$ cat src/inc/buck_seq_pkg.sv
// constants, types and layouts for the dual buck fault sequencer
// Behaviour
// - no switching below input supply threshold
// - supply drop disables channel until return
// - both enables low: shutdown, switches hi-z
// - enable rise starts 2 ms soft-start
// - enable fall shuts channel down
// - good flag low while disabled or ramping
// - good flag released above 90 percent
// - good flag pulled low below 90 percent
// - fault keeps good flag low until restart
// - overcurrent: counter one, flag, chop switch
// - 17 overcurrent cycles: fault, shutdown
// - wait eight ramps, clear, retry soft-start
// - overflow during retry repeats the hiccup
// - hot shutdown, restart after 20 degree cooling
// - low bootstrap: 400 ns refresh pulse
// - floating enable waits for other channel good
// - both enables high start together
package buck_seq_pkg;

  // ****************************************************************
  // timing
  // ****************************************************************
  localparam int CLK_PERIOD_NS  = 20;
  localparam int SS_TIME_US     = 2000;
  localparam int SW_FREQ_KHZ    = 500;
  localparam int SS_TICKS_DEF   = SS_TIME_US * SW_FREQ_KHZ / 1000;
  localparam int HICCUP_PERIODS = 8;
  localparam int OC_LIMIT       = 17;
  localparam int REFRESH_NS     = 400;
  localparam int REFRESH_CYCLES = (REFRESH_NS + CLK_PERIOD_NS - 1) / CLK_PERIOD_NS;
  localparam int OC_W           = 5;

  // ****************************************************************
  // register map
  // ****************************************************************
  localparam logic [7:0] ADDR_CTRL   = 8'h00;
  localparam logic [7:0] ADDR_STATUS = 8'h04;
  localparam logic [1:0] CTRL_RESET  = 2'h3;

  typedef enum logic [2:0] {
    CH_OFF    = 3'h0,
    CH_SOFT   = 3'h1,
    CH_RUN    = 3'h2,
    CH_HICCUP = 3'h3
  } chan_state_t;

  // comparator and pin levels from outside the clock domain
  typedef struct packed {
    logic       supply_ok;
    logic [1:0] enable;
    logic [1:0] en_float;
    logic [1:0] fb_good;
    logic [1:0] oc_over;
    logic       hot;
    logic       cooled;
    logic [1:0] boot_low;
    logic       sw_tick;
    logic [1:0] good_pin;
  } pins_t;

  typedef struct packed {
    logic        cyc;
    logic        stb;
    logic        we;
    logic [7:0]  adr;
    logic [3:0]  sel;
    logic [31:0] dat;
  } wb_req_t;

  typedef struct packed {
    logic [10:0]     rsv;
    logic [1:0]      good_pin;
    logic [OC_W-1:0] oc_b;
    logic [OC_W-1:0] oc_a;
    logic [1:0]      fault;
    logic            therm;
    logic [2:0]      st_b;
    logic [2:0]      st_a;
  } status_t;

endpackage : buck_seq_pkg

$ cat src/core/dual_buck_fault_sequencer.sv
// control and fault sequencing for a two-channel step-down regulator
//
// Chosen here: the Wishbone slave port and the placing of the registers.
`timescale 1ns/100ps
module dual_buck_fault_sequencer
  import buck_seq_pkg::*;
#(
  parameter int SS_TICKS = SS_TICKS_DEF,
  parameter int CNT_W    = 16
) (
  input  wire logic        clk_i,
  input  wire logic        rst_i,
  input  wire logic        ce_i,
  input  wire pins_t       pins_i,
  input  wire wb_req_t     wb_i,
  output logic [31:0]      wb_dat_o,
  output logic             wb_ack_o,
  output logic [1:0]       gate_on_o,
  output logic [1:0]       gate_oe_o,
  output logic [1:0]       refresh_o,
  output logic [1:0]       good_out_o,
  output logic [1:0]       good_oe_o
);

  localparam int HIC_TICKS = HICCUP_PERIODS * SS_TICKS;

  // ****************************************************************
  // pin synchronisers and switching tick
  // ****************************************************************
  pins_t meta_q;
  pins_t sync_q;
  logic  tick_prev_q;
  logic  tick;

  // two flops on every outside level
  always_ff @(posedge clk_i) begin
    if (rst_i) begin
      meta_q      <= '0;
      sync_q      <= '0;
      tick_prev_q <= 1'b0;
    end else if (ce_i) begin
      meta_q      <= pins_i;
      sync_q      <= meta_q;
      tick_prev_q <= sync_q.sw_tick;
    end
  end

  assign tick = sync_q.sw_tick & ~tick_prev_q;  // one switching cycle starts

  // ****************************************************************
  // thermal latch and register file
  // ****************************************************************
  logic        therm_q;
  logic        therm_d;
  logic [1:0]  ctrl_q;
  logic [1:0]  ctrl_d;
  logic        ack_q;
  logic        ack_d;
  logic [31:0] dat_q;
  logic [31:0] dat_d;
  status_t     status;

  chan_state_t     st_q   [2];
  logic [OC_W-1:0] occ_q  [2];
  logic [OC_W-1:0] occ_d  [2];
  logic            fault_q [2];
  logic            fault_d [2];

  always_comb begin
    status          = '0;
    status.good_pin = sync_q.good_pin;
    status.oc_b     = occ_q[1];
    status.oc_a     = occ_q[0];
    status.fault    = {fault_q[1], fault_q[0]};
    status.therm    = therm_q;
    status.st_b     = st_q[1];
    status.st_a     = st_q[0];
  end

  // next values for thermal latch and bus slave
  always_comb begin
    therm_d = therm_q;
    if (sync_q.hot) begin
      therm_d = 1'b1;
    end else if (sync_q.cooled) begin
      therm_d = 1'b0;
    end
    ack_d  = wb_i.cyc & wb_i.stb & ~ack_q;
    ctrl_d = ctrl_q;
    if (ack_q && wb_i.cyc && wb_i.stb && wb_i.we && wb_i.adr == ADDR_CTRL && wb_i.sel[0]) begin
      ctrl_d = wb_i.dat[1:0];
    end
    dat_d = dat_q;
    if (ack_d) begin
      case (wb_i.adr)
        ADDR_CTRL:   dat_d = {30'h0000_0000, ctrl_q};
        ADDR_STATUS: dat_d = status;
        default:     dat_d = 32'h0000_0000;
      endcase
    end
  end

  always_ff @(posedge clk_i) begin
    if (rst_i) begin
      therm_q <= 1'b0;
      ctrl_q  <= CTRL_RESET;
      ack_q   <= 1'b0;
      dat_q   <= 32'h0000_0000;
    end else if (ce_i) begin
      therm_q <= therm_d;
      ctrl_q  <= ctrl_d;
      ack_q   <= ack_d;
      dat_q   <= dat_d;
    end
  end

  assign wb_ack_o   = ack_q;
  assign wb_dat_o   = dat_q;
  assign good_out_o = 2'h0;  // open drain, only ever pulls low

  // ****************************************************************
  // per-channel sequencer
  // ****************************************************************
  logic [1:0] run_good;
  logic [1:0] en_eff;
  logic [1:0] active;

  for (genvar i = 0; i < 2; i++) begin : g_chan
    localparam int J = 1 - i;
    logic [CNT_W-1:0] cnt_q;
    logic [CNT_W-1:0] cnt_d;
    logic [CNT_W-1:0] rfc_q;
    logic [CNT_W-1:0] rfc_d;
    logic             chop_q;
    logic             chop_d;
    logic             flag_q;
    logic             flag_d;
    logic             rf_q;
    logic             rf_d;
    logic             good_q;
    logic             good_d;
    logic             oc_hit;
    logic [OC_W-1:0]  occ_base;
    chan_state_t      st_d;

    assign run_good[i] = (st_q[i] == CH_RUN) & sync_q.fb_good[i];
    assign active[i]   = (st_q[i] == CH_SOFT) | (st_q[i] == CH_RUN);
    assign oc_hit      = active[i] & ~chop_q & sync_q.oc_over[i];

    // supply, heat and software gate the enable
    // a floating enable follows the other channel
    assign en_eff[i] = sync_q.supply_ok & ~therm_q & ctrl_q[i] &
                       (sync_q.en_float[i] ?
                        (~sync_q.en_float[J] & sync_q.enable[J] & run_good[J]) :
                        sync_q.enable[i]);

    // next state, counters and overcurrent bookkeeping
    always_comb begin
      st_d       = st_q[i];
      cnt_d      = cnt_q;
      occ_d[i]   = occ_q[i];
      fault_d[i] = fault_q[i];
      chop_d     = chop_q;
      flag_d     = flag_q;
      rf_d       = rf_q;
      rfc_d      = rfc_q;
      occ_base   = (tick && !chop_q) ? '0 : occ_q[i];
      // chop the switch and count overcurrent cycles
      if (active[i]) begin
        if (tick) begin
          chop_d = 1'b0;
        end
        if (oc_hit) begin
          chop_d   = 1'b1;
          flag_d   = 1'b1;
          occ_d[i] = occ_base + 1'b1;
        end else if (tick) begin
          occ_d[i] = occ_base;
        end
      end
      case (st_q[i])
        CH_OFF: begin
          cnt_d    = '0;
          occ_d[i] = '0;
          chop_d   = 1'b0;
          flag_d   = 1'b0;
          if (en_eff[i]) begin
            st_d       = CH_SOFT;
            fault_d[i] = 1'b0;
          end
        end
        CH_SOFT: begin
          if (tick) begin
            cnt_d = cnt_q + 1'b1;
            if (cnt_q == CNT_W'(SS_TICKS - 1)) begin
              st_d  = CH_RUN;
              cnt_d = '0;
            end
          end
        end
        CH_RUN: begin
          cnt_d = '0;
        end
        CH_HICCUP: begin
          chop_d = 1'b0;
          if (tick) begin
            cnt_d = cnt_q + 1'b1;
            if (cnt_q == CNT_W'(HIC_TICKS - 1)) begin
              st_d       = CH_SOFT;
              cnt_d      = '0;
              occ_d[i]   = '0;
              flag_d     = 1'b0;
              fault_d[i] = 1'b0;
            end
          end
        end
        default: begin
          st_d = CH_OFF;
        end
      endcase
      // overflow declares a fault and starts the hiccup
      if (active[i] && occ_d[i] == OC_W'(OC_LIMIT)) begin
        st_d       = CH_HICCUP;
        cnt_d      = '0;
        chop_d     = 1'b0;
        fault_d[i] = 1'b1;
      end
      // loss of enable or supply shuts the channel
      if (!en_eff[i]) begin
        st_d  = CH_OFF;
        cnt_d = '0;
        if (therm_q) begin
          fault_d[i] = 1'b1;
        end
      end
      // bootstrap refresh pulse of fixed length
      if (rf_q) begin
        rfc_d = rfc_q + 1'b1;
        if (rfc_q == CNT_W'(REFRESH_CYCLES - 1)) begin
          rf_d  = 1'b0;
          rfc_d = '0;
        end
      end else if (sync_q.boot_low[i] && st_q[i] != CH_OFF) begin
        rf_d  = 1'b1;
        rfc_d = '0;
      end
      if (st_d == CH_OFF) begin
        rf_d  = 1'b0;
        rfc_d = '0;
      end
      // good flag from state, feedback and fault
      good_d = (st_q[i] == CH_RUN) & sync_q.fb_good[i] & ~fault_q[i];
    end

    always_ff @(posedge clk_i) begin
      if (rst_i) begin
        st_q[i]    <= CH_OFF;
        cnt_q      <= '0;
        occ_q[i]   <= '0;
        fault_q[i] <= 1'b0;
        chop_q     <= 1'b0;
        flag_q     <= 1'b0;
        rf_q       <= 1'b0;
        rfc_q      <= '0;
        good_q     <= 1'b0;
      end else if (ce_i) begin
        st_q[i]    <= st_d;
        cnt_q      <= cnt_d;
        occ_q[i]   <= occ_d[i];
        fault_q[i] <= fault_d[i];
        chop_q     <= chop_d;
        flag_q     <= flag_d;
        rf_q       <= rf_d;
        rfc_q      <= rfc_d;
        good_q     <= good_d;
      end
    end

    // switch permission and drive, hi-z whenever off
    assign gate_on_o[i] = active[i] & ~chop_q & ~rf_q;
    assign gate_oe_o[i] = active[i] | rf_q;
    assign refresh_o[i] = rf_q;
    assign good_oe_o[i] = ~good_q;

  end
endmodule : dual_buck_fault_sequencer

$ cat config.mk
export PLATFORM = sky130hd
export DESIGN_NAME = dual_buck_fault_sequencer
export DESIGN_NICKNAME = d
export VERILOG_FILES = /design/src/inc/buck_seq_pkg.sv /design/src/core/dual_buck_fault_sequencer.sv
export SDC_FILE = /design/constraint.sdc
export NUM_CORES = 1
export LEC_CHECK = 0
export BUFFER_PORTS_ARGS = -buffer_cell sky130_fd_sc_hd__buf_2
export CORE_ASPECT_RATIO = 0.6
export CORE_UTILIZATION = 58
export DETAILED_ROUTE_END_ITERATION = 8
export GPL_ROUTABILITY_DRIVEN = 0
export GPL_TIMING_DRIVEN = 0
export HOLD_SLACK_MARGIN = 0.12
export PLACE_DENSITY = 0.87
export SLEW_MARGIN = 15
export SYNTH_ARGS = -nofsm -noshare
export SYNTH_HDL_FRONTEND = slang
export SYNTH_SLANG_ARGS = --single-unit
$ cat constraint.sdc
create_clock -name clk_i -period 4 [get_ports clk_i]
set_clock_uncertainty 0.2 [all_clocks]
set_input_delay 1 -clock clk_i [delete_from_list [all_inputs] [get_ports clk_i]]
set_output_delay 1 -clock clk_i [all_outputs]
set_load 0.005 [all_outputs]
After elaboration in Yosys (flattened, before gate mapping)
Memories as Yosys holds them, arrays and structs flattened.
Index checks and enable logic that the tools add are counted.

word-level totals
  register bits = 139
  memory bits (writable) = 18
  input port bits = 66
  memories kept = 3

memories
  memory   words  bits a word  rd ports  clocked after memory_dff  write ports  line                             source
  occ_q    2      5            2         0                         2            dual_buck_fault_sequencer.sv:64  logic [OC_W-1:0] occ_q [2];
  st_q     2      3            2         0                         2            dual_buck_fault_sequencer.sv:63  chan_state_t st_q [2];
  fault_q  2      1            2         0                         2            dual_buck_fault_sequencer.sv:66  logic fault_q [2];

operators by class
  add/subtract/negate cells = 6
  equality and inequality tests = 21
  muxes and demuxes = 97
  bitwise logic cells = 45
  reduce and logical (&&, ||, !) cells = 40

operator list
  operator               number
  $mux 16                20
  $pmux 16 s3            2
  $mux 5                 14
  $add 16x1->16 const B  4
  $mux 3                 14
  $pmux 21 s2            1
  $mux 1                 40
  $eq 16x10->1 const B   2
  $eq 16x13->1 const B   2
  $eq 16x5->1 const B    2
  $pmux 3 s4             2
  $and 1x1->1            22
  $pmux 5 s2             2
  $reduce_bool 3->1      6
  $not 1->1              13
  $eq 3x2->1 const B     4
  $logic_not 3->1        4
  $logic_and 1x1->1      11
  $add 5x1->5 const B    2
  $eq 5x5->1 const B     2
  $ne 5x2->1 const B     2
  $or 1x1->1             10
  $reduce_and 2->1       5
  $eq 8x3->1 const B     1
  other kinds (11)       22

Longest topological paths before layout
Gate-level depths: netlist of the first run.

  depth in word-level cells = 17
  mapped depth = 12
  depth with buffers taken out = 10

Worst setup path after synthesis of the first run
No wires, ideal clock.

  path kind = register -> register
  from = register tick_prev_q
  to = register g_chan[1].cnt_q[12]
  setup time = 0.075 ns
  arrival = 2.709 ns
  required time = 3.725 ns
  setup slack = 1.016 ns
  cell stages (with the launch flop) = 13
  period minus slack after synthesis = 2.984 ns
  path through = dfxtp_1 -> nand2b_1 -> clkbuf_1 -> o21a_1 -> ha_1 -> nand4_1 -> and3_1 -> a211oi_2 -> nor3b_1 -> a211oi_2 -> buf_2 -> a21oi_1 -> o22ai_1

on the way
  cells in the longest elaborated chain, start to end = 14
  elaborated cells between the ends (all ways) = 19
  those cells by class = add/sub (1); eq/ne (4); mux (9); bitwise (2); reduce/logical (3)

ends and longest elaborated chain
  item                                                                 line                                                                source
  start, declared                                                      dual_buck_fault_sequencer.sv:32                                     logic tick_prev_q;
  start signal, assigned                                               dual_buck_fault_sequencer.sv:44                                     tick_prev_q <= sync_q.sw_tick;
  $not 1->1 (*)                                                        dual_buck_fault_sequencer.sv:48                                     assign tick = sync_q.sw_tick & ~tick_prev_q;
  $and 1x1->1 (*)                                                      dual_buck_fault_sequencer.sv:48
  $logic_and 1x1->1                                                    dual_buck_fault_sequencer.sv:167                                    occ_base = (tick && !chop_q) ? '0 : occ_q[i];
  $mux 5                                                               dual_buck_fault_sequencer.sv:167
  $add 5x1->5 / $mux 5 (equally long branches)                         dual_buck_fault_sequencer.sv:176, dual_buck_fault_sequencer.sv:177
  $mux 5                                                               dual_buck_fault_sequencer.sv:173                                    if (oc_hit) begin
  $mux 5                                                               dual_buck_fault_sequencer.sv:169                                    if (active[i]) begin
  $mux 5                                                               dual_buck_fault_sequencer.sv:208                                    if (cnt_q == CNT_W'(HIC_TICKS - 1)) begin
  $mux 5                                                               dual_buck_fault_sequencer.sv:206                                    if (tick) begin
  $pmux 5 s2                                                           dual_buck_fault_sequencer.sv:181                                    case (st_q[i])
  $eq 5x5->1                                                           dual_buck_fault_sequencer.sv:222                                    if (active[i] && occ_d[i] == OC_W'(OC_LIMIT)) begin
  $logic_and 1x1->1                                                    dual_buck_fault_sequencer.sv:222
  $ne 5x2->1 (no source line) (tied with other cells)                  -
  $reduce_and 4->1 (no source line) / $mux 16 (equally long branches)  -
  end signal, assigned                                                 dual_buck_fault_sequencer.sv:268                                    cnt_q <= cnt_d;
  end, declared                                                        dual_buck_fault_sequencer.sv:130                                    logic [CNT_W-1:0] cnt_q;

Mark *: on every way between the ends. The rest lies on a longest branch, timed or not.
A chain may end at the register's enable or synchronous reset.

Worst setup path after layout of the first run
  from = register tick_prev_q
  to = register g_chan[1].cnt_q[13]

The elaborated chain is that of the path after synthesis.

==> results.py, run 1 <==
metrics = {
    "run_status": {
        "outcome": "finished clean",
    },
    "clocking": {
        "clock_latency_ns": 0.43,
        "clk_path_buf_depth": 2,
        "cts_root_buf": "clkbuf_16",
        "cts_sinks": 146,
        "cts_tree": "built",
        "path_clk_slew_ns": 0.07,
        "cts_buffers": 17,
        "ctsHoldBuffers": 0,
        "cts_htree_levels": 4,
    },
    "setup_path": {
        "worstPathMaxFanout": 10,
        "worstPathRequired_ns": 4.16,
        "rr_startpoint": "tick_prev_q",
        "critPathKind": "reg -> reg",
        "worstRegToRegCells": 12,
        "start_kind": "flip-flop",
        "critPathLaunch": "tick_prev_q",
        "endpoint_kind": "flip-flop",
        "cp.arrival_ns": 3.88,
    },
    "synth": {
        "syn_area_per_cell_um2": 8.31,
        "ys_types": 69,
        "synth_edf_count": 18,
        "synth_area_leader_cell": "dfxtp_1",
        "synth_top_cell_area_share_pct": 34.4,
        "seq_area_frac_synth_pct": 41.6,
        "yosysWarnings": 0,
        "synth.cell_area_um2": 7450,
        "ys_ff_latch": 146,
        "syn_inst": 897,
        "synth_ff_type": "dfxtp_1",
        "ys_top_cells_by_area": "dfxtp_1 (34%), edfxtp_1 (7.3%), nor2_1 (6.2%)",
        "async_flop_share_pct": 0,
    },
    "die": {
        "core_um2": 12300,
        "initial_core_util_pct": 60.6,
        "die_w_um": 148,
        "fp.dieH_um": 89.8,
        "rows": 31,
        "die_area_um2": 13300,
        "pin_count": 109,
    },
    "drt": {
        "vias_per_cell": 6.17,
        "first_pass_iters": 7,
        "drt-initial-drc-count": 779,
        "ant_nets": 0,
        "drcViolationCount": 0,
        "vias": 7221,
        "drt-total-wl_mm": 20.1,
        "detail_route.wl_per_cell_um": 17.2,
    },
    "finish": {
        "layout_commonest_cell": "dfxtp_1",
        "final_nets": 1064,
        "fin_util_pct": 70.5,
        "final_cell_mix": "dfxtp_1 (128), nor2_1 (123), nand2_1 (86)",
        "synthToLayoutAreaGrowth_pct": 16.3,
        "drive_gt1_share_pct": 14.0,
        "fillers": 917,
        "diodes": 0,
    },
    "sta": {
        "rsz0062_at_grt": "false",
        "drv_slew": 0,
        "tightest_slew_ns": 0.952,
        "setup_viol": 0,
        "fin_crit_sh_pct": 93.2,
        "fin_setup_tns_ns": 0,
        "timing.slew.headroom_pct": 35.8,
        "final_hold_viol_count": 0,
        "worst_slack_ns": 0.271,
        "period_needed_ns": 3.73,
        "fmax_ghz": 0.268,
    },
    "hold_path": {
        "hold_path.class": "reg -> reg",
        "hp-start": "g_chan[0].good_q",
        "hold_depth": 2,
    },
    "grt": {
        "antenna_found_initial": 0,
        "grt.total_usage_pct": 31.0,
        "grt_pass1_wl_mm": 32.7,
        "grt_pass1_vias": 6506,
        "grt_overflow": 0,
        "grt_max_degree": 19,
    },
    "placed_design": {
        "post-place-ws_ns": 0.275,
        "dpl.hpwl_mm": 13.8,
        "io_buffers": 62,
    },
    "power_and_ir_drop": {
        "p_per_area_nw_per_um2": 402,
        "clock_power_share_pct": 49.3,
        "p_int_mw": 2.64,
        "seq_power_share_pct": 44.0,
        "combPwrFrac_pct": 6.7,
        "peakVddDrop_mv": 0.268,
        "p_sw_uw": 844,
        "power_leakage_nw": 3.30,
        "switching_share_pct": 24.2,
    },
    "job": {
        "maxCapViolCount": 0,
    },
}
[cell families (layout without fill, tap and decap cells)]
family	after synthesis	count (layout)	synth area share, %
AOI/OAI and AO/OA	221	221	19.5
xor gates and xnor gates	6	6	0.806
adders and majority gates	6	6	1.01
buffers and inverters	84	178	5.24
DFF	146	146	41.6
muxes	42	42	5.67
other	1	15	0.0503
and+or+nand+nor	391	391	26.1
[area by class of cell]
type / count / area, µm² / area share, %
Multi-Input combinational cell: 681 / 4010 / 46.3
Timing Repair Buffer: 62 / 310 / 3.58
Sequential cell: 146 / 3100 / 35.8
Buffer: 64 / 317 / 3.65
Inverter: 20 / 75.1 / 0.867
Clock buffer: 21 / 504 / 5.82
Clock inverter: 11 / 136 / 1.57
Tap cell: 165 / 206 / 2.38
[sequential cells by signal, summed over array words and instances (netlist names), 2 cells and up]
register and cells:
st_q 6, status 2, fault_q 2, occ_q 10, wb_dat_o 21, meta_q 16
g_chan.chop_q 2, sync_q 14, g_chan.rf_q 2, ctrl_q 2, g_chan.cnt_q 32, g_chan.good_q 2
g_chan.rfc_q 32
[cell usage after synthesis, types with 3 or more instances]
master and count:
a21oi_1 47, a22oi_1 30, a2bb2oi_1 12, a31oi_1 3, and2_1 10, and3_1 18
and4_1 5, buf_1 3, buf_2 9, buf_4 17, clkbuf_1 35, dfxtp_1 128
edfxtp_1 18, ha_1 6, inv_1 20, mux2i_1 40, nand2_1 86, nand2b_1 13
nand3_1 33, nand3b_1 11, nand4_1 11, nor2_1 123, nor2b_1 13, nor3_1 19
nor4_1 8, nor4b_1 5, o211ai_1 7, o21a_1 3, o21ai_0 67, o21ai_1 4
o31ai_1 13, o41ai_1 10, or2_2 8, or3_1 9, or4_1 6, xor2_1 4
[power by group through the flow]
stage	registers [mW]	logic (mW)	clock network, mW
2_1_floorplan	1.56	0.155	0
3_3_place_gp	1.56	0.218	0
3_5_place_dp	1.56	0.222	0
4_1_cts	1.53	0.225	1.72
5_1_grt	1.53	0.252	1.78
6_report	1.53	0.232	1.72
[final timing paths]
path / end / slack [ns]
hold reg to reg: g_chan[0].good_q / 0.28
hold / removal: g_chan[0].good_q / 0.28
setup reg to reg: g_chan[1].cnt_q[13] / 0.27
setup / recovery: g_chan[1].cnt_q[13] / 0.27
[per-stage QoR]
step           hold slack (ns)  cell area [µm²]  cells  total power [mW]
2_1_floorplan            0.240             7500    911              1.71
3_3_place_gp             0.253             8020   1138              1.78
3_5_place_dp             0.263             8020   1138              1.79
4_1_cts                  0.280             8660   1170              3.47
5_1_grt                  0.303             8660   1170              3.57
6_report                 0.281             8660   1170              3.48
[layer usage]
| metal | GRT usage (%) | vias to the layer above | wire (µm) |
|---|---|---|---|
| met4 | 11.3 | 0 | 409 |
| met1 | 45.0 | 3372 | 9200 |
| met5 | 0 | - | 0 |
| met3 | 6.75 | 43 | 2040 |
| met2 | 44.8 | 387 | 8490 |
| li1 | - | 3419 | - |
[critical path, cell delays in order, from the launching register on]
cell and delay [ns]:
dfxtp_1 0.38, nand2b_1 0.31, clkbuf_2 0.34, o21a_1 0.16
ha_1 0.25, nand4_1 0.19, and3_1 0.25, a211oi_2 0.33
nor3b_1 0.17, a211oi_2 0.50, buf_2 0.32, nand3_1 0.10
mux2i_1 0.15
[timing repair]
item / 4_1_cts / 5_1_grt
setup endpoints to repair: 0 / 9
resized for setup: 0 / 3
buffers inserted: 0 / 0
(Power assumes the default switching activity.)
==> run 2, diff against run 1 <==
Settings changed: CORE_UTILIZATION 58 to 55, GPL_ROUTABILITY_DRIVEN 0 to unset, PLACE_DENSITY 0.87 to 0.83.
==> results.py, run 2 (synthesis gave the netlist of run 1 again) <==
metrics = {
    "sta": {
        "setup_viol": 0,
        "fin_setup_tns_ns": 0,
        "rsz0062_at_grt": "false",
        "timing.slew.headroom_pct": 41.3,
        "period_needed_ns": 3.67,
        "fin_crit_sh_pct": 91.8,
        "drv_slew": 0,
        "tightest_slew_ns": 0.880,
        "final_hold_viol_count": 0,
        "fmax_ghz": 0.272,
    },
    "finish": {
        "drive_gt1_share_pct": 14.1,
        "synthToLayoutAreaGrowth_pct": 16.3,
        "diodes": 0,
        "final_cell_mix": "dfxtp_1 (128), nor2_1 (123), nand2_1 (86)",
        "stdcell_area_um2": 8670,
        "fin_util_pct": 66.6,
        "final_nets": 1064,
        "stdcell_count": 1175,
        "layout_commonest_cell": "dfxtp_1",
    },
    "power_and_ir_drop": {
        "switching_share_pct": 24.0,
        "p_per_area_nw_per_um2": 402,
        "seq_power_share_pct": 44.0,
        "p_sw_uw": 834,
        "combPwrFrac_pct": 6.7,
        "p_total_mw": 3.48,
        "p_int_mw": 2.65,
        "peakVddDrop_mv": 0.346,
        "power_leakage_nw": 3.29,
        "clock_power_share_pct": 49.3,
    },
    "drt": {
        "ant_nets": 0,
        "drcViolationCount": 5,
        "first_pass_iters": 7,
        "vias": 7095,
        "vias_per_cell": 6.04,
        "drt-initial-drc-count": 684,
        "drt-total-wl_mm": 19.8,
        "detail_route.wl_per_cell_um": 16.8,
    },
    "grt": {
        "grt_overflow": 0,
        "antenna_found_initial": 0,
        "grt_pass1_vias": 6262,
        "grt_use_met1_pct": 41.2,
        "grt.total_usage_pct": 28.8,
        "grt_max_degree": 19,
        "use_met2_pct": 42.5,
        "grt_pass1_wl_mm": 32.0,
        "busiest_layer": "met2",
        "grtUsageMet3_pct": 7.61,
    },
    "setup_path": {
        "critPathLaunch": "tick_prev_q",
        "worstPathMaxFanout": 10,
        "rr_startpoint": "tick_prev_q",
        "worstPathRequired_ns": 4.15,
        "cp.arrival_ns": 3.82,
        "endpoint_kind": "flip-flop",
        "critPathKind": "reg -> reg",
        "start_kind": "flip-flop",
    },
    "die": {
        "pin_count": 109,
        "fp.dieH_um": 92.2,
        "core_um2": 13000,
        "die_w_um": 152,
        "initial_core_util_pct": 57.3,
        "die_area_um2": 14000,
        "rows": 32,
    },
    "clocking": {
        "cts_buffers": 17,
        "cts_setup_buffers": 0,
        "path_clk_slew_ns": 0.07,
        "cts_htree_levels": 4,
        "clock_latency_ns": 0.43,
        "cts_sinks": 146,
        "clk_path_buf_depth": 2,
        "cts_root_buf": "clkbuf_16",
        "cts_tree": "built",
    },
    "hold_path": {
        "hp-start": "g_chan[1].good_q",
        "hold_path.class": "reg -> reg",
    },
    "placed_design": {
        "dp.cells": 1143,
        "placed_area_um2": 8030,
        "gp_congestion": 0.930,
        "io_buffers": 62,
        "dpl.hpwl_mm": 13.8,
    },
    "job": {
        "maxCapViolCount": 0,
    },
    "run_status": {
        "violations": "DRC",
        "outcome": "finished, violations left",
    },
}
==> run 2: changes by cell type in the layout (fill, tap and decap cells not counted), sizes merged <==
cell,before,now
clkbuf,56,53
clkinv,3,6
inv,25,22
bufinv,2,4
clkinvlp,1,2
==> run 2: path summary, 6_finish.rpt <==
check	slack, ns	endpoint	cells after the start
setup / recovery	0.33	g_chan[1].cnt_q[12]	12
hold / removal	0.27	g_chan[1].good_q	2
setup reg to reg	0.33	g_chan[1].cnt_q[12]	12
hold reg to reg	0.27	g_chan[1].good_q	2
==> run 2: layer usage <==
layer / share of wire (%) / up-vias
met5: 0 / -
met4: 1.2 / 0
met3: 9.4 / 32
met2: 42 / 345
met1: 47 / 3300
li1: - / 3418
==> run 2: what timing repair did <==
action                     4_1_cts  5_1_grt
setup endpoints to repair        0        9
hold buffers                     0        0
resized for setup                0        3
==> run 2: through the flow <==
step | setup slack, ns | hold slack (ns)
5_1_grt | 0.137 | 0.285
6_report | 0.327 | 0.265
4_1_cts | 0.254 | 0.266
2_1_floorplan | 1.02 | 0.240
3_5_place_dp | 0.252 | 0.258
3_3_place_gp | 0.340 | 0.251
==> run 2: layout make-up <==
cell class / instances / area, µm²
fill: 992 / 4340
multi-input combinational: 681 / 4020
sequential: 146 / 3100
clock buffer: 18 / 429
buffer: 64 / 317
timing repair buffer: 62 / 310
tap: 170 / 213
clock inverter: 14 / 205
inverter: 20 / 75.1
==> run 2: critical path: stages, from the launching register on <==
cell and delay (ns):
dfxtp_1 0.40, nand2b_1 0.30, clkbuf_2 0.33, o21a_1 0.16
ha_1 0.24, nand4_1 0.18, and3_1 0.24, a211oi_2 0.36
nor3b_2 0.14, a211oi_2 0.47, buf_2 0.31, a21oi_1 0.10
o22ai_1 0.17
==> run 2: power groups by stage <==
| stage | Sequential [mW] | Combinational (mW) | Clock (mW) |
|---|---|---|---|
| 2_1_floorplan | 1.56 | 0.155 | 0 |
| 3_3_place_gp | 1.56 | 0.219 | 0 |
| 3_5_place_dp | 1.56 | 0.223 | 0 |
| 4_1_cts | 1.53 | 0.226 | 1.72 |
| 5_1_grt | 1.53 | 0.254 | 1.78 |
| 6_report | 1.53 | 0.232 | 1.72 |
==> run 3, diff against run 2 <==
Settings changed: ABC_AREA set to 1.
==> results.py, run 3 <==
metrics = {
    "hold_path": {
        "hold_end": "wb_dat_o[10]",
        "hold_depth": 2,
        "hp-start": "wb_dat_o[10]",
        "hold_path.class": "reg -> reg",
    },
    "setup_path": {
        "endpoint_kind": "primary output",
        "cp.arrival_ns": 1.98,
        "start_kind": "flip-flop",
        "critPathKind": "reg -> out",
        "r2r_slack_ns": 0.85,
        "worstRegToRegCells": 19,
        "worstPathRequired_ns": 2.80,
        "r2r-end": "g_chan[1].cnt_q[9]",
        "worstPathMaxFanout": 10,
        "rr_startpoint": "tick_prev_q",
    },
    "power_and_ir_drop": {
        "p_per_area_nw_per_um2": 384,
        "p_total_mw": 3.52,
        "peakVddDrop_mv": 0.221,
        "power_leakage_nw": 3.72,
    },
    "synth": {
        "synth.cell_area_um2": 7970,
        "synth-compound-area-share_pct": 12.6,
        "synth_top_family_by_area": "simple AND/OR/NAND/NOR gates",
        "seq_area_frac_synth_pct": 38.9,
        "syn_inst": 1155,
        "synth-xor-area-share_pct": 3.51,
        "synth_top_cell_area_share_pct": 32.1,
        "synth_ff_type": "dfxtp_1",
        "synth-adder-area-share_pct": 0.941,
        "synth-simple-area-share_pct": 33.5,
        "yosysWarnings": 0,
        "ys_top_cells_by_area": "dfxtp_1 (32%), nand2_1 (12%), nor2_1 (7.2%)",
        "ys_types": 47,
        "synth_edf_count": 18,
        "synth.cells.most_frequent": "nand2_1 (247), nor2_1 (153), dfxtp_1 (128)",
        "async_flop_share_pct": 0,
        "yosysMostFrequentCell": "nand2_1",
        "ys_ff_latch": 146,
        "synth_mux_area_share_pct": 0,
        "syn_area_per_cell_um2": 6.90,
        "synth_area_leader_cell": "dfxtp_1",
    },
    "placed_design": {
        "io_buffers": 61,
        "post-place-ws_ns": 0.866,
        "dpl.hpwl_mm": 16.2,
        "gp_congestion": 0.960,
    },
    "clocking": {
        "path_clk_slew_ns": 0.06,
        "clock_latency_ns": 0.43,
        "cts_root_buf": "clkbuf_16",
        "cts_sinks": 146,
        "ctsHoldBuffers": 0,
        "ctsResizeCount": 0,
        "cts_htree_levels": 4,
        "clk_path_buf_depth": 2,
        "cts_buffers": 17,
        "cts_tree": "built",
        "cts_setup_buffers": 0,
    },
    "drt": {
        "first_pass_iters": 5,
        "ant_nets": 0,
        "drt-initial-drc-count": 953,
        "detail_route.wl_per_cell_um": 15.2,
        "drcViolationCount": 0,
        "drt-total-wl_mm": 22.1,
        "vias": 8014,
        "vias_per_cell": 5.51,
    },
    "grt": {
        "grt_pass1_wl_mm": 35.2,
        "antenna_found_initial": 0,
        "grt_overflow": 0,
        "grt.total_usage_pct": 30.5,
        "grt_max_degree": 28,
        "grt_pass1_vias": 6894,
    },
    "die": {
        "die_area_um2": 15000,
        "rows": 33,
        "initial_core_util_pct": 57.3,
        "pin_count": 109,
        "core_um2": 13900,
        "fp.dieH_um": 95.3,
        "die_w_um": 157,
    },
    "finish": {
        "layout_commonest_cell": "nand2_1",
        "drive_gt1_share_pct": 12.9,
        "fillers": 1243,
        "synthToLayoutAreaGrowth_pct": 14.9,
        "final_nets": 1321,
        "final_cell_mix": "nand2_1 (247), nor2_1 (153), dfxtp_1 (128)",
        "diodes": 0,
    },
    "sta": {
        "fmax_ghz": 0.315,
        "drv_slew": 0,
        "fin_setup_tns_ns": 0,
        "hold_slack_ns": 0.265,
        "setup_viol": 0,
        "period_needed_ns": 3.18,
        "fin_crit_sh_pct": 79.4,
        "tightest_slew_ns": 0.997,
        "timing.slew.headroom_pct": 33.3,
        "worst_slack_ns": 0.823,
        "final_hold_viol_count": 0,
        "rsz0062_at_grt": "false",
    },
    "job": {
        "maxCapViolCount": 0,
    },
    "run_status": {
        "outcome": "finished clean",
    },
}
run 3: cell count changes after synthesis, moves of 14 or more:
| cell | change |
|---|---|
| nand2_1 | +161 |
| inv_1 | +106 |
| nand3_1 | +52 |
| mux2i_1 | -40 |
| a21oi_1 | +30 |
| a22oi_1 | -30 |
| nor2_1 | +30 |
| nor3_1 | +20 |
| xor2_1 | +19 |
| and3_1 | -18 |
| nand3_2 | +14 |
run 3: metrics by stage:
stage | instance area, µm² | cells | utilization [%]
3_3_place_gp | 8570 | 1422 | 61.6
3_5_place_dp | 8570 | 1422 | 61.6
2_1_floorplan | 8030 | 1169 | -
6_report | 9160 | 1454 | 65.9
4_1_cts | 9160 | 1454 | 65.9
5_1_grt | 9160 | 1454 | 65.9
run 3: cell type report:
| class | count | area [µm²] | share of cell area (%) |
|---|---|---|---|
| clock inverter | 14 | 140 | 1.53 |
| buffer | 61 | 348 | 3.80 |
| sequential | 146 | 3100 | 33.9 |
| tap | 192 | 240 | 2.62 |
| clock buffer | 18 | 450 | 4.92 |
| multi-input combinational | 832 | 4090 | 44.6 |
| timing repair buffer | 61 | 305 | 3.33 |
| inverter | 130 | 488 | 5.32 |
run 3: worst max-delay path, stage by stage, from the launching register on:
cell and delay, ns:
edfxtp_1 0.47, inv_2 0.14, nand3_1 0.16, nand2_2 0.15, buf_6 0.15, inv_1 0.08, nor3_1 0.23, buf_2 0.17
run 3: how the worst max path moves through the flow:
stage / start / end / cells past startpoint
floorplan: rst_i / fault_q[0] / 5
global placement: rst_i / occ_q[1][3] / 5
detailed placement: ce_i / occ_q[0][1] / 6
CTS: st_q[0][2] / gate_on_o[0] / 7
global route: tick_prev_q / g_chan[1].cnt_q[2] / 19
finish: st_q[0][2] / gate_on_o[0] / 7
run 3: cell families after synthesis:
kind of cell             after synthesis
AO/OA/AOI/OAI                        186
XOR/XNOR                              32
adder cells (fa/ha/maj)                6
buffers and inverters                191
flip-flops                           146
other                                  1
AND/OR/NAND/NOR                      593
run 3: per-layer routing:
layer | up-vias | part of all wire, % | GRT usage (%)
met5 | - | 0 | 0
met4 | 0 | 1.4 | 8.09
met3 | 29 | 12 | 8.23
met2 | 400 | 39 | 41.9
met1 | 3639 | 47 | 46.2
li1 | 3946 | - | -
run 3: power breakdown:
| part | switching [mW] | internal [mW] |
|---|---|---|
| clock | 0.686 | 0.911 |
| combinational | 0.215 | 0.113 |
| sequential | 0.0535 | 1.54 |
